===== src/iopfs_defines.svh =====
// Register offsets, field positions and reset values of the pin function
// select block. Assumes a Wishbone slave with 8-bit registers in words.
// Operation
// - Data filter used unless bit 3 set
// - Clock filter used unless bit 2 set
// - Bit 1 selects GPIO or I2C pins
// - I2C select resets zero, standby powered
// - Bit 7 sets group two drive type
// - Bit 6 sets group one drive type
// - Bit 2 enables thermal shutdown, battery-backed
// - Field 00: tri-state, low, six GPIO
// - Field 01: infrared receive and transmit
// - Field 10 all GPIO, 11 serial port
// - Bits 6..4 disable debouncers of 27..25
// - Bits 2..0 select level trigger
// - Debounce register resets to zero
`ifndef IOPFS_DEFINES_SVH
`define IOPFS_DEFINES_SVH
`define IOPFS_IDX_I2C_SEL 8'h2a
`define IOPFS_IDX_RSVD 8'h2b
`define IOPFS_IDX_OUT_FUNC 8'h2c
`define IOPFS_IDX_DEB_TRIG 8'h2d
`define IOPFS_I2C_SEL_MASK 8'h0e
`define IOPFS_OUT_FUNC_MASK 8'hc7
`define IOPFS_DEB_TRIG_MASK 8'h77
`define IOPFS_I2C_SEL_RESET 8'h00
`define IOPFS_OUT_FUNC_RESET 8'h00
`define IOPFS_DEB_TRIG_RESET 8'h00
`define IOPFS_BIT_SDA_BYPASS 3
`define IOPFS_BIT_SCL_BYPASS 2
`define IOPFS_BIT_I2C_PINS 1
`define IOPFS_BIT_G2_PUSHPULL 7
`define IOPFS_BIT_G1_PUSHPULL 6
`define IOPFS_BIT_THERM_EN 2
`define IOPFS_FUNC_HI 1
`define IOPFS_FUNC_LO 0
`define IOPFS_DEB_LO 4
`define IOPFS_TRIG_LO 0
`endif


===== src/iopfs_pkg.sv =====
// Types of the pin function select block.
// Assumes the defines header supplies all numbers.
package iopfs_pkg;
	typedef enum logic [1:0] {
		IOPFS_BANK_RESERVED,
		IOPFS_BANK_INFRARED,
		IOPFS_BANK_GPIO,
		IOPFS_BANK_SERIAL
	} iopfs_bank_t;
	typedef struct packed {
		logic [7:0] adr;
		logic [7:0] dat;
		logic we;
		logic sel;
		logic cyc;
		logic stb;
	} iopfs_wb_req_t;
	typedef struct packed {
		logic sda_bypass;
		logic scl_bypass;
		logic i2c_pins;
		logic group_two_push_pull;
		logic group_one_push_pull;
		logic thermal_shutdown_enable;
		iopfs_bank_t bank_function;
		logic [2:0] debounce_disable;
		logic [2:0] level_trigger;
	} iopfs_cfg_t;
endpackage : iopfs_pkg


===== src/iopfs_top.sv =====
// Wishbone-reached configuration registers steering shared pin functions.
// Assumes a classic Wishbone master on clk; pins handled by pad logic.
//
// Local design decision: the Wishbone interface to the registers.
`timescale 1ns/1ps
`include "iopfs_defines.svh"
module iopfs_top (
	// Clock and reset
	input wire logic clk,
	input wire logic reset_n,
	// Wishbone slave
	input wire iopfs_pkg::iopfs_wb_req_t wb_req,
	output logic [31:0] wb_dat_o,
	output logic wb_ack_o,
	// Pin routing controls
	output iopfs_pkg::iopfs_cfg_t cfg,
	// Eight-pin bank: per pin GPIO, infrared, serial, tri-state or low
	output logic [7:0] bank_gpio_sel,
	output logic [7:0] bank_serial_sel,
	output logic bank_pin0_tristate,
	output logic bank_pin1_force_low,
	output logic bank_ir_sel
);
	import iopfs_pkg::*;

	logic [7:0] i2c_pin_select;
	logic [7:0] output_type_pin_function;
	logic [7:0] debounce_trigger_select;
	logic access;
	logic wr;
	logic [7:0] next_rdata;
	iopfs_bank_t bank;

	assign access = wb_req.cyc && wb_req.stb && !wb_ack_o;
	assign wr = access && wb_req.we && wb_req.sel;

	// Standby-domain register
	always_ff @(posedge clk or negedge reset_n) begin
		if (!reset_n) begin
			i2c_pin_select <= `IOPFS_I2C_SEL_RESET;
		end else if (wr && wb_req.adr == `IOPFS_IDX_I2C_SEL) begin
			i2c_pin_select <= wb_req.dat & `IOPFS_I2C_SEL_MASK;
		end
	end

	// Battery-backed drive type and bank function register
	always_ff @(posedge clk or negedge reset_n) begin
		if (!reset_n) begin
			output_type_pin_function <= `IOPFS_OUT_FUNC_RESET;
		end else if (wr && wb_req.adr == `IOPFS_IDX_OUT_FUNC) begin
			output_type_pin_function <= wb_req.dat & `IOPFS_OUT_FUNC_MASK;
		end
	end

	always_ff @(posedge clk or negedge reset_n) begin
		if (!reset_n) begin
			debounce_trigger_select <= `IOPFS_DEB_TRIG_RESET;
		end else if (wr && wb_req.adr == `IOPFS_IDX_DEB_TRIG) begin
			debounce_trigger_select <= wb_req.dat & `IOPFS_DEB_TRIG_MASK;
		end
	end

	// Read mux; unmapped and reserved offsets answer zero
	always_comb begin
		case (wb_req.adr)
			`IOPFS_IDX_I2C_SEL: next_rdata = i2c_pin_select;
			`IOPFS_IDX_OUT_FUNC: next_rdata = output_type_pin_function;
			`IOPFS_IDX_DEB_TRIG: next_rdata = debounce_trigger_select;
			default: next_rdata = 8'h00;
		endcase
	end

	always_ff @(posedge clk or negedge reset_n) begin
		if (!reset_n) begin
			wb_ack_o <= 1'b0;
			wb_dat_o <= 32'h0000_0000;
		end else begin
			wb_ack_o <= access;
			wb_dat_o <= access ? {24'h00_0000, next_rdata} : 32'h0000_0000;
		end
	end

	assign bank = iopfs_bank_t'(output_type_pin_function[`IOPFS_FUNC_HI:
		`IOPFS_FUNC_LO]);

	always_ff @(posedge clk or negedge reset_n) begin
		if (!reset_n) begin
			cfg <= '0;
		end else begin
			cfg.sda_bypass <= i2c_pin_select[`IOPFS_BIT_SDA_BYPASS];
			cfg.scl_bypass <= i2c_pin_select[`IOPFS_BIT_SCL_BYPASS];
			cfg.i2c_pins <= i2c_pin_select[`IOPFS_BIT_I2C_PINS];
			cfg.group_two_push_pull <=
				output_type_pin_function[`IOPFS_BIT_G2_PUSHPULL];
			cfg.group_one_push_pull <=
				output_type_pin_function[`IOPFS_BIT_G1_PUSHPULL];
			cfg.thermal_shutdown_enable <=
				output_type_pin_function[`IOPFS_BIT_THERM_EN];
			cfg.bank_function <= bank;
			cfg.debounce_disable <=
				debounce_trigger_select[`IOPFS_DEB_LO +: 3];
			cfg.level_trigger <=
				debounce_trigger_select[`IOPFS_TRIG_LO +: 3];
		end
	end

	// Bank pin routing; pin 0 and pin 1 are the two special pins
	always_ff @(posedge clk or negedge reset_n) begin
		if (!reset_n) begin
			bank_gpio_sel <= 8'hfc;
			bank_serial_sel <= 8'h00;
			bank_pin0_tristate <= 1'b1;
			bank_pin1_force_low <= 1'b1;
			bank_ir_sel <= 1'b0;
		end else begin
			case (bank)
				IOPFS_BANK_RESERVED: begin
					bank_gpio_sel <= 8'hfc;
					bank_serial_sel <= 8'h00;
					bank_pin0_tristate <= 1'b1;
					bank_pin1_force_low <= 1'b1;
					bank_ir_sel <= 1'b0;
				end
				IOPFS_BANK_INFRARED: begin
					bank_gpio_sel <= 8'hfc;
					bank_serial_sel <= 8'h00;
					bank_pin0_tristate <= 1'b0;
					bank_pin1_force_low <= 1'b0;
					bank_ir_sel <= 1'b1;
				end
				IOPFS_BANK_GPIO: begin
					bank_gpio_sel <= 8'hff;
					bank_serial_sel <= 8'h00;
					bank_pin0_tristate <= 1'b0;
					bank_pin1_force_low <= 1'b0;
					bank_ir_sel <= 1'b0;
				end
				default: begin
					bank_gpio_sel <= 8'h00;
					bank_serial_sel <= 8'hff;
					bank_pin0_tristate <= 1'b0;
					bank_pin1_force_low <= 1'b0;
					bank_ir_sel <= 1'b0;
				end
			endcase
		end
	end

	a_ack_one_cycle: assert property (@(posedge clk) disable iff (!reset_n)
		wb_ack_o |=> !wb_ack_o) else $error("ack held two cycles");
	a_i2c_route: assert property (@(posedge clk) disable iff (!reset_n)
		##1 cfg.i2c_pins == $past(i2c_pin_select[1]))
		else $error("i2c routing wrong");
	a_sda_filter: assert property (@(posedge clk) disable iff (!reset_n)
		##1 cfg.sda_bypass == $past(i2c_pin_select[3]))
		else $error("data filter wrong");
	a_scl_filter: assert property (@(posedge clk) disable iff (!reset_n)
		##1 cfg.scl_bypass == $past(i2c_pin_select[2]))
		else $error("clock filter wrong");
	a_i2c_reserved: assert property (@(posedge clk) disable iff (!reset_n)
		(i2c_pin_select & 8'hf1) == 8'h00)
		else $error("reserved bits set");
	a_group_two: assert property (@(posedge clk) disable iff (!reset_n)
		##1 cfg.group_two_push_pull == $past(output_type_pin_function[7]))
		else $error("group two drive wrong");
	a_group_one: assert property (@(posedge clk) disable iff (!reset_n)
		##1 cfg.group_one_push_pull == $past(output_type_pin_function[6]))
		else $error("group one drive wrong");
	a_thermal_en: assert property (@(posedge clk) disable iff (!reset_n)
		##1 cfg.thermal_shutdown_enable == $past(output_type_pin_function[2]))
		else $error("thermal enable wrong");
	a_bank_reserved: assert property (@(posedge clk) disable iff (!reset_n)
		bank == IOPFS_BANK_RESERVED |=> bank_pin0_tristate &&
		bank_pin1_force_low && bank_gpio_sel == 8'hfc)
		else $error("reserved bank wrong");
	a_bank_ir: assert property (@(posedge clk) disable iff (!reset_n)
		bank == IOPFS_BANK_INFRARED |=> bank_ir_sel && !bank_pin0_tristate
		&& bank_gpio_sel == 8'hfc) else $error("infrared bank wrong");
	a_bank_serial: assert property (@(posedge clk) disable iff (!reset_n)
		bank == IOPFS_BANK_SERIAL |=> bank_serial_sel == 8'hff &&
		bank_gpio_sel == 8'h00) else $error("serial bank wrong");
	a_debounce: assert property (@(posedge clk) disable iff (!reset_n)
		##1 cfg.debounce_disable == $past(debounce_trigger_select[6:4]))
		else $error("debounce wrong");
	a_trigger: assert property (@(posedge clk) disable iff (!reset_n)
		##1 cfg.level_trigger == $past(debounce_trigger_select[2:0]))
		else $error("trigger wrong");
	a_deb_reserved: assert property (@(posedge clk) disable iff (!reset_n)
		(debounce_trigger_select & 8'h88) == 8'h00)
		else $error("debounce reserved set");

	// Bus handshake: one registered ack per taken request
	a_ack_follows_req: assert property (@(posedge clk)
		disable iff (!reset_n)
		access |=> wb_ack_o)
		else $error("request not acked");
	a_ack_needs_req: assert property (@(posedge clk)
		disable iff (!reset_n)
		!access |=> !wb_ack_o)
		else $error("ack without request");
	a_dat_idle_zero: assert property (@(posedge clk)
		disable iff (!reset_n)
		!wb_ack_o |-> wb_dat_o == 32'h0000_0000)
		else $error("read data outside ack");
	a_dat_upper_zero: assert property (@(posedge clk)
		disable iff (!reset_n)
		wb_dat_o[31:8] == 24'h00_0000)
		else $error("upper read data set");

	// Read data reflects the addressed register
	a_read_i2c: assert property (@(posedge clk) disable iff (!reset_n)
		access && wb_req.adr == `IOPFS_IDX_I2C_SEL
		|=> wb_dat_o[7:0] == $past(i2c_pin_select))
		else $error("i2c select read wrong");
	a_read_out_func: assert property (@(posedge clk) disable iff (!reset_n)
		access && wb_req.adr == `IOPFS_IDX_OUT_FUNC
		|=> wb_dat_o[7:0] == $past(output_type_pin_function))
		else $error("output type read wrong");
	a_read_deb: assert property (@(posedge clk) disable iff (!reset_n)
		access && wb_req.adr == `IOPFS_IDX_DEB_TRIG
		|=> wb_dat_o[7:0] == $past(debounce_trigger_select))
		else $error("debounce read wrong");
	a_read_rsvd: assert property (@(posedge clk) disable iff (!reset_n)
		access && wb_req.adr == `IOPFS_IDX_RSVD
		|=> wb_dat_o == 32'h0000_0000)
		else $error("reserved register read");

	// Writes land masked; nothing else moves the registers
	a_write_i2c: assert property (@(posedge clk) disable iff (!reset_n)
		wr && wb_req.adr == `IOPFS_IDX_I2C_SEL |=> i2c_pin_select ==
		($past(wb_req.dat) & `IOPFS_I2C_SEL_MASK))
		else $error("i2c select write lost");
	a_write_out_func: assert property (@(posedge clk) disable iff (!reset_n)
		wr && wb_req.adr == `IOPFS_IDX_OUT_FUNC |=> output_type_pin_function
		== ($past(wb_req.dat) & `IOPFS_OUT_FUNC_MASK))
		else $error("output type write lost");
	a_write_deb: assert property (@(posedge clk) disable iff (!reset_n)
		wr && wb_req.adr == `IOPFS_IDX_DEB_TRIG |=> debounce_trigger_select
		== ($past(wb_req.dat) & `IOPFS_DEB_TRIG_MASK))
		else $error("debounce write lost");
	a_sel_ignored: assert property (@(posedge clk) disable iff (!reset_n)
		access && wb_req.we && !wb_req.sel |=> $stable(i2c_pin_select) &&
		$stable(output_type_pin_function) && $stable(debounce_trigger_select))
		else $error("unselected write landed");
	a_i2c_hold: assert property (@(posedge clk) disable iff (!reset_n)
		!(wr && wb_req.adr == `IOPFS_IDX_I2C_SEL)
		|=> $stable(i2c_pin_select))
		else $error("i2c select changed");
	a_out_hold: assert property (@(posedge clk) disable iff (!reset_n)
		!(wr && wb_req.adr == `IOPFS_IDX_OUT_FUNC)
		|=> $stable(output_type_pin_function))
		else $error("output type changed");
	a_deb_hold: assert property (@(posedge clk) disable iff (!reset_n)
		!(wr && wb_req.adr == `IOPFS_IDX_DEB_TRIG)
		|=> $stable(debounce_trigger_select))
		else $error("debounce changed");
	a_out_reserved: assert property (@(posedge clk) disable iff (!reset_n)
		(output_type_pin_function & 8'h38) == 8'h00)
		else $error("output type reserved set");

	// Bank routing, case by case and across outputs
	a_bank_gpio: assert property (@(posedge clk) disable iff (!reset_n)
		bank == IOPFS_BANK_GPIO |=> bank_gpio_sel == 8'hff &&
		bank_serial_sel == 8'h00 && !bank_pin0_tristate && !bank_pin1_force_low)
		else $error("gpio bank wrong");
	a_bank_ir_pins: assert property (@(posedge clk) disable iff (!reset_n)
		bank == IOPFS_BANK_INFRARED |=> !bank_pin1_force_low &&
		bank_serial_sel == 8'h00)
		else $error("infrared pins wrong");
	a_bank_res_more: assert property (@(posedge clk) disable iff (!reset_n)
		bank == IOPFS_BANK_RESERVED |=> !bank_ir_sel &&
		bank_serial_sel == 8'h00)
		else $error("reserved bank extra");
	a_serial_pins: assert property (@(posedge clk) disable iff (!reset_n)
		bank == IOPFS_BANK_SERIAL |=> !bank_pin0_tristate &&
		!bank_pin1_force_low && !bank_ir_sel)
		else $error("serial pins wrong");
	a_ir_only_bank: assert property (@(posedge clk) disable iff (!reset_n)
		bank_ir_sel |-> cfg.bank_function == IOPFS_BANK_INFRARED)
		else $error("infrared outside mode");
	a_tristate_bank: assert property (@(posedge clk) disable iff (!reset_n)
		bank_pin0_tristate |-> cfg.bank_function == IOPFS_BANK_RESERVED)
		else $error("tristate outside mode");
	a_low_only_bank: assert property (@(posedge clk) disable iff (!reset_n)
		bank_pin1_force_low |-> cfg.bank_function == IOPFS_BANK_RESERVED)
		else $error("low pin outside mode");
	a_gpio_serial_excl: assert property (@(posedge clk)
		disable iff (!reset_n)
		(bank_gpio_sel & bank_serial_sel) == 8'h00)
		else $error("pin both gpio and serial");
	a_bank_cfg: assert property (@(posedge clk) disable iff (!reset_n)
		##1 cfg.bank_function == $past(bank))
		else $error("bank function wrong");
	a_gpio_upper: assert property (@(posedge clk) disable iff (!reset_n)
		bank_gpio_sel[7:2] == 6'h3f || bank_serial_sel == 8'hff)
		else $error("upper bank pins lost");
endmodule : iopfs_top


===== config.mk =====
export PLATFORM = sky130hd
export DESIGN_NAME = iopfs_top
export DESIGN_NICKNAME = d
export VERILOG_FILES = /design/src/iopfs_pkg.sv /design/src/iopfs_top.sv
export VERILOG_INCLUDE_DIRS = /design/src
export SDC_FILE = /design/constraint.sdc
export NUM_CORES = 1
export LEC_CHECK = 0
export BUFFER_PORTS_ARGS = -buffer_cell sky130_fd_sc_hd__buf_2
export CAP_MARGIN = 10
export CORE_UTILIZATION = 25
export CTS_CLUSTER_DIAMETER = 100
export CTS_CLUSTER_SIZE = 14
export DETAILED_ROUTE_END_ITERATION = 6
export PLACE_DENSITY = 0.48
export SLEW_MARGIN = 5
export SYNTH_ARGS = -nofsm -noshare
export SYNTH_HDL_FRONTEND = slang
export SYNTH_SLANG_ARGS = --single-unit

===== constraint.sdc =====
create_clock -name clk -period 2 [get_ports clk]
set_clock_uncertainty 0.05 [all_clocks]
set_input_delay 0.1 -clock clk [delete_from_list [all_inputs] [get_ports clk]]
set_output_delay 0.1 -clock clk [all_outputs]
set_load 0.02 [all_outputs]

==> results of run 1 <==
## kinds of logic (layout without fill, tap and decap cells)
group | count (synthesis) | count (layout) | share of synthesized area [%]
buf+inv | 44 | 84 | 17.11
mux | 18 | 18 | 11.00
other cells | 1 | 24 | 0.2060
compound gates | 2 | 2 | 0.8245
simple gates | 29 | 29 | 12.99
flops | 42 | 42 | 57.87
## cell usage after synthesis
master,n,area [sq um]
a22oi_1,2,15.01
and2_1,1,6.260
and3b_1,1,8.760
buf_4,39,292.8
conb_1,1,3.750
dfrtp_1,40,1001
dfstp_2,2,52.55
inv_1,5,18.77
mux2_2,16,180.2
mux2i_1,2,20.02
nand2_1,2,7.510
nand2b_1,1,6.260
nand3_1,1,5.000
nand4b_1,3,26.28
nor2_1,4,15.01
nor2b_1,3,18.77
nor3_1,4,20.02
nor3b_1,1,7.510
nor4_1,1,6.260
nor4_4,3,63.81
nor4b_1,1,8.760
or4b_4,1,13.76
or4bb_1,2,22.52
## what timing repair did
| item | 4_1_cts | 5_1_grt |
|---|---|---|
| hold endpoints to repair | 43 | 0 |
| hold buffers | 4 | 0 |
| resized for setup | 0 | 0 |
| setup buffers | 0 | 0 |
## layer usage
layer / up-vias / wire [um] / global-route usage, %
met4: 0 / 16 / 3.726
met2: 64 / 1802 / 17.12
met1: 541 / 1636 / 13.02
met5: - / 0 / 0
met3: 2 / 255 / 2.938
li1: 518 / - / -
## per-stage QoR
step	worst slack, ps	area, sq um	utilization (%)	total power [uW]	instances
3_5_place_dp	166.5	2079	30.11	1000	283
3_3_place_gp	201.2	2079	30.11	998.6	283
4_1_cts	149.5	2210	31.99	1568	295
6_report	146.6	2210	31.99	1543	295
2_1_floorplan	212.5	1907	-	979.5	159
5_1_grt	49.52	2210	31.99	1615	295
## where the power goes
part | leakage [uW] | total (uW) | switching [uW] | internal [uW]
sequential | 0.000579 | 858 | 3.75 | 854
combinational | 0.000570 | 130 | 93.5 | 36.3
clock | 0.0000455 | 555 | 274 | 282
## state kept, by name (all words and copies together) (netlist names), 2 cells and up
name	cells
i2c_pin_select	3
wb_dat_o	8
output_type_pin_function	5
bank_gpio_sel	2
debounce_trigger_select	6
cfg	14
## final timing paths
kind,from,endpoint,depth (start not counted)
max,wb_ack_o,output_type_pin_function[7],3
min,wb_req[10],debounce_trigger_select[6],2
max reg2reg,wb_ack_o,output_type_pin_function[7],3
min reg2reg,debounce_trigger_select[5],cfg[4],0
max in group asynchronous,reset_n,bank_gpio_sel[6],3
min in group asynchronous,reset_n,cfg[6],3
## worst max-delay path, stage by stage (launching register included)
cell and delay [ps]:
dfrtp_1 420, or4bb_1 530, nor4_4 350, mux2_2 380
## cell type report
| class | count | area, sq um |
|---|---|---|
| Fill cell | 728 | 4697 |
| Inverter | 5 | 18.77 |
| Timing Repair Buffer | 71 | 385.4 |
| Multi-Input combinational cell | 73 | 541.8 |
| Clock buffer | 8 | 90.09 |
| Sequential cell | 42 | 1054 |
| Tap cell | 96 | 120.1 |
==> reports/metrics.csv, run 1 <==
metric;value;unit
status;finished, final reports clean;
grt_pass1_wl;5.851;mm
place.detailed.hpwl;2.688;mm
start_util;26.36;%
antenna_found_initial;0;
layout.cells.most_common;buf_2;
rsz0062_at_grt;no;
maxSlewViolCount;0;
ir_drop;208.0;uV
n_antenna_cell;0;
num_vias;1125;
reg2reg_slack;150;ps
htree_levels;2;
avgSynthCellArea;13.39;sq um
dieArea;7627;sq um
syn_to_final_growth;21.37;%
cts_buffers;5;
setup_viol;0;
worstSkewPairLatency;290;ps
overflow;0;
cp-start-kind;register;
drive_gt1_share;47.74;%
syn_inst;136;
fin_setup_tns;0;ps
grt_max_degree;43;
clkTransAtPathRegs;80;ps
criticalPathCategory;reg2reg;
wirelength;3.710;mm
cts_buffer_depth;2;
cts_tree;built;
cp.required;2120;ps
hp-class;in2reg;
fmax;539.5;MHz
root_buffer;clkbuf_8;
wl_per_cell;12.58;um
gp_congestion;0.7206;
post-route-period-util;92.67;%
slew_headroom;64.36;%
max_slew.worst_pin.slew;534.6;ps
synth-seq-cells;42;
io_buffers;63;
drv_cap;0;
ys_seq_area_share;57.87;%
rows;30;
end_kind;register;
final_cell_mix;buf_2 (63), dfrtp_1 (40), conb_1 (24), mux2_2 (16), clkbuf_8 (6);
first_global_vias;1109;
period_minus_slack;1853;ps
p_leak;0.001195;uW
fp.dieH;87.34;um
ios;88;
synthDistinctLibCells;23;
synth_area;1820;sq um
die_x;87.34;um
clock_sinks;42;
drt_first_iter_violations;18;
viasPerCell;3.814;
finalNetCount;220;
holdWs;17.03;ps
first_pass_iters;4;
grtUsageTotal;10.41;%
core;6907;sq um
route.detailed.drc;0;
critPathMaxFanout;5;
yosys_warnings;0;
finalHoldViolCount;0;
arrival;1980;ps
power-per-cell-area;698.4;nW/um^2
drtAntennaViolNets;0;
No activity file was read; power rests on OpenSTA's default activity.
==> inputs of run 2 (changes only) <==
Settings changed: ABC_AREA set to 1, PLACE_DENSITY 0.48 to 0.47.
==> run 2 against run 1 <==
Against the previous run: via count increased by 14%; non-clock buffer count unchanged; first-iteration DRC count increased to 2.6 times the previous value; highest routed layer unchanged; wire length decreased by 5.7%; combinational power about the same.
==> reports/metrics.csv, run 2 <==
metric;value;unit;change
status;finished, final reports clean;;
postCtsSetupRepairBufs;0;;unchanged
n_antenna_cell;0;;unchanged
grt_max_degree;29;;-33%
synthMuxAreaShare;0;%;-11 points
root_buffer;clkbuf_8;;
period_minus_slack;1362;ps;-491.6 ps
yosys_warnings;0;;unchanged
cts_buffer_depth;2;;unchanged
yosysMostFrequentCell;dfrtp_1;;
cpPeakStageDelay;380;ps;-150 ps
cp-start-kind;register;;
cp.required;2130;ps;about the same
ir_drop;223.6;uV;+7.5%
synth_area_leaders;dfrtp_1 (53%), buf_4 (15%), nand2_1 (6.9%), nand3_1 (4.7%), inv_1 (3.7%);;
p_leak;0.001336;uW;+12%
io_buffers;63;;unchanged
synthSimpleGateAreaFrac;19.20;%;+6.2 points
first_pass_iters;4;;unchanged
synth-seq-cells;42;;unchanged
dieArea;7966;sq um;+4.4%
maxSlewViolCount;0;;unchanged
synth_xor_area_share;0;%;unchanged
largest_register_ffs;14;;unchanged
routed.top_layer;met4;;
power-per-cell-area;685.7;nW/um^2;-1.8%
yosys.area_share.adder;0;%;unchanged
viasPerCell;3.716;;-2.6%
reg2reg_slack;640;ps;+490 ps
hold_depth;3;;+1
overflow;0;;unchanged
arrival;1490;ps;-490 ps
reg2reg_depth;6;;+3
fin_setup_tns;0;ps;unchanged
final_cell_mix;buf_2 (63), dfrtp_1 (40), nand2_1 (35), conb_1 (24), inv_1 (19);;
wl_per_cell;10.14;um;-19%
drive_gt1_share;39.43;%;-8.3 points
ys.flop_type;dfrtp_1;;
critPathMaxFanout;12;;+7
fmax;734.3;MHz;+36%
syn_to_final_growth;18.61;%;
drt_first_iter_violations;46;;+28
drtAntennaViolNets;0;;unchanged
met1_length;1.597;mm;-2.4%
hold_end;output_type_pin_function[0];;
synthDistinctLibCells;19;;-17%
criticalPathCategory;reg2reg;;
route.met2.wl;1.597;mm;-11%
cts_buffers;5;;unchanged
end_kind;register;;
synth_top_family_by_area;buffers and inverters;;
die_x;89.25;um;+2.2%
gp_congestion;0.7036;;-2.4%
worstReg2RegStart;wb_ack_o;;
finalNetCount;267;;+21%
clock_sinks;42;;unchanged
crit_top_cell;nand3_2;;
setup_viol;0;;unchanged
synth_common_cells;dfrtp_1 (40), buf_4 (38), nand2_1 (35);;
hold_start;wb_req[4];;
synth_area;1903;sq um;+4.5%
hp-class;in2reg;;
avgSynthCellArea;10.23;sq um;-24%
grt_pass1_wl;5.754;mm;-1.7%
clkTransAtPathRegs;80;ps;about the same
route.detailed.drc;0;;unchanged
max_slew.worst_pin.slew;618.6;ps;+84.02 ps
synthArstFlopShare;100.0;%;unchanged
antenna_found_initial;0;;unchanged
worstSkewPairLatency;290;ps;about the same
slew_headroom;58.76;%;-5.6 points
drv_cap;0;;unchanged
fill_cells;815;;+12%
top_register;cfg;;
htree_levels;2;;unchanged
cts_tree;built;;
synth-compound-area-share;3.682;%;+2.9 points
syn_inst;186;;+37%
met3_length;274;um;+7.5%
post-route-period-util;68.09;%;-25 points
slowest_stage;dfrtp_1;;
r2r-end;debounce_trigger_select[0];;
holdWs;20.38;ps;+3.352 ps
ios;88;;unchanged
ys_seq_area_share;55.36;%;-2.5 points
wirelength;3.498;mm;-5.7%
first_global_vias;1181;;+6.5%
num_vias;1282;;+14%
layout.cells.most_common;buf_2;;
path_cells;inv_1, nand3_2, nor2_2, nand3_2, nand2_1, o21ai_2;;
start_util;26.10;%;-0.26 points
fp.dieH;89.25;um;+2.2%
largestRegisters;cfg (14), wb_dat_o (8), debounce_trigger_select (6);;
synth_edf_count;0;;unchanged
synth_top_area_share;52.60;%;-2.4 points
rsz0062_at_grt;no;;
core;7292;sq um;+5.6%
grtUsageTotal;9.875;%;-0.53 points
place.detailed.hpwl;2.670;mm;-0.64%
rows;31;;+3.3%
finalHoldViolCount;0;;unchanged
synth_top_area_cell;dfrtp_1;;
==> run 2: cell count changes after synthesis, sizes merged, moves of 4 or more <==
cell	previous run	this run
nor3	4	0
mux2	16	0
nand2	2	40
nor4	4	0
nor2	4	10
nand3	1	20
o21ai	0	6
inv	5	19
==> run 2: repair_timing <==
item                      in CTS  in global routing
resized for setup              0                  0
hold endpoints to repair      28                  0
hold buffers                   5                  0
==> run 2: cells by family after synthesis <==
kind of cell / count (synthesis)
AO/OA/AOI/OAI: 8
flip-flops: 42
AND/OR/NAND/NOR: 74
buffers and inverters: 61
other: 1
==> run 2: critical path: cells and delay by family, from the launching register on <==
kind / cells / cell delay, ps
DFF: 1 / 380
buffers and inverters: 1 / 60
and+or+nand+nor: 4 / 710
AOI/OAI and AO/OA: 1 / 60
==> run 2: layout make-up <==
cell class | instances | area (sq um) | area share, %
inverters | 19 | 71.32 | 3.160
repair buffers | 71 | 387.9 | 17.18
flip-flops and latches | 42 | 1054 | 46.67
clock buffers | 6 | 82.58 | 3.659
clock inverters | 2 | 12.51 | 0.5543
multi-input cells | 106 | 525.5 | 23.28
well taps | 99 | 123.9 | 5.488
==> run 2: how the worst max path moves through the flow <==
stage,from,end,slack (ps),depth (start not counted)
2_1_floorplan,wb_ack_o,debounce_trigger_select[2],710,7
4_1_cts,wb_ack_o,debounce_trigger_select[0],610,6
3_5_place_dp,wb_req[16],debounce_trigger_select[0],560,7
6_report,wb_ack_o,debounce_trigger_select[0],640,6
3_3_place_gp,wb_req[16],debounce_trigger_select[0],610,7
5_1_grt,wb_ack_o,debounce_trigger_select[0],460,6
==> run 2: per-stage QoR <==
step / setup WS, ps / instances / total power, uW / utilization [%] / instance area [sq um]
2_1_floorplan: 714.9 / 209 / 981.1 / - / 1989
3_3_place_gp: 611.4 / 332 / 997.0 / 28.96 / 2112
3_5_place_dp: 564.3 / 332 / 997.9 / 28.96 / 2112
4_1_cts: 610.0 / 345 / 1573 / 30.95 / 2257
5_1_grt: 458.2 / 345 / 1621 / 30.95 / 2257
6_report: 638.1 / 345 / 1548 / 30.95 / 2257
==> run 2: metal layers <==
| layer | up-vias | track usage (%) |
|---|---|---|
| met4 | 0 | 3.463 |
| met1 | 601 | 12.29 |
| met3 | 4 | 3.601 |
| li1 | 620 | - |
| met2 | 57 | 15.82 |
| met5 | - | 0 |
==> run 2: where the power goes <==
part	total (uW)	switching, uW	internal, uW
clock	562	284	277
combinational	129	94.7	34.0
sequential	857	3.14	854
total	1550	382	1170
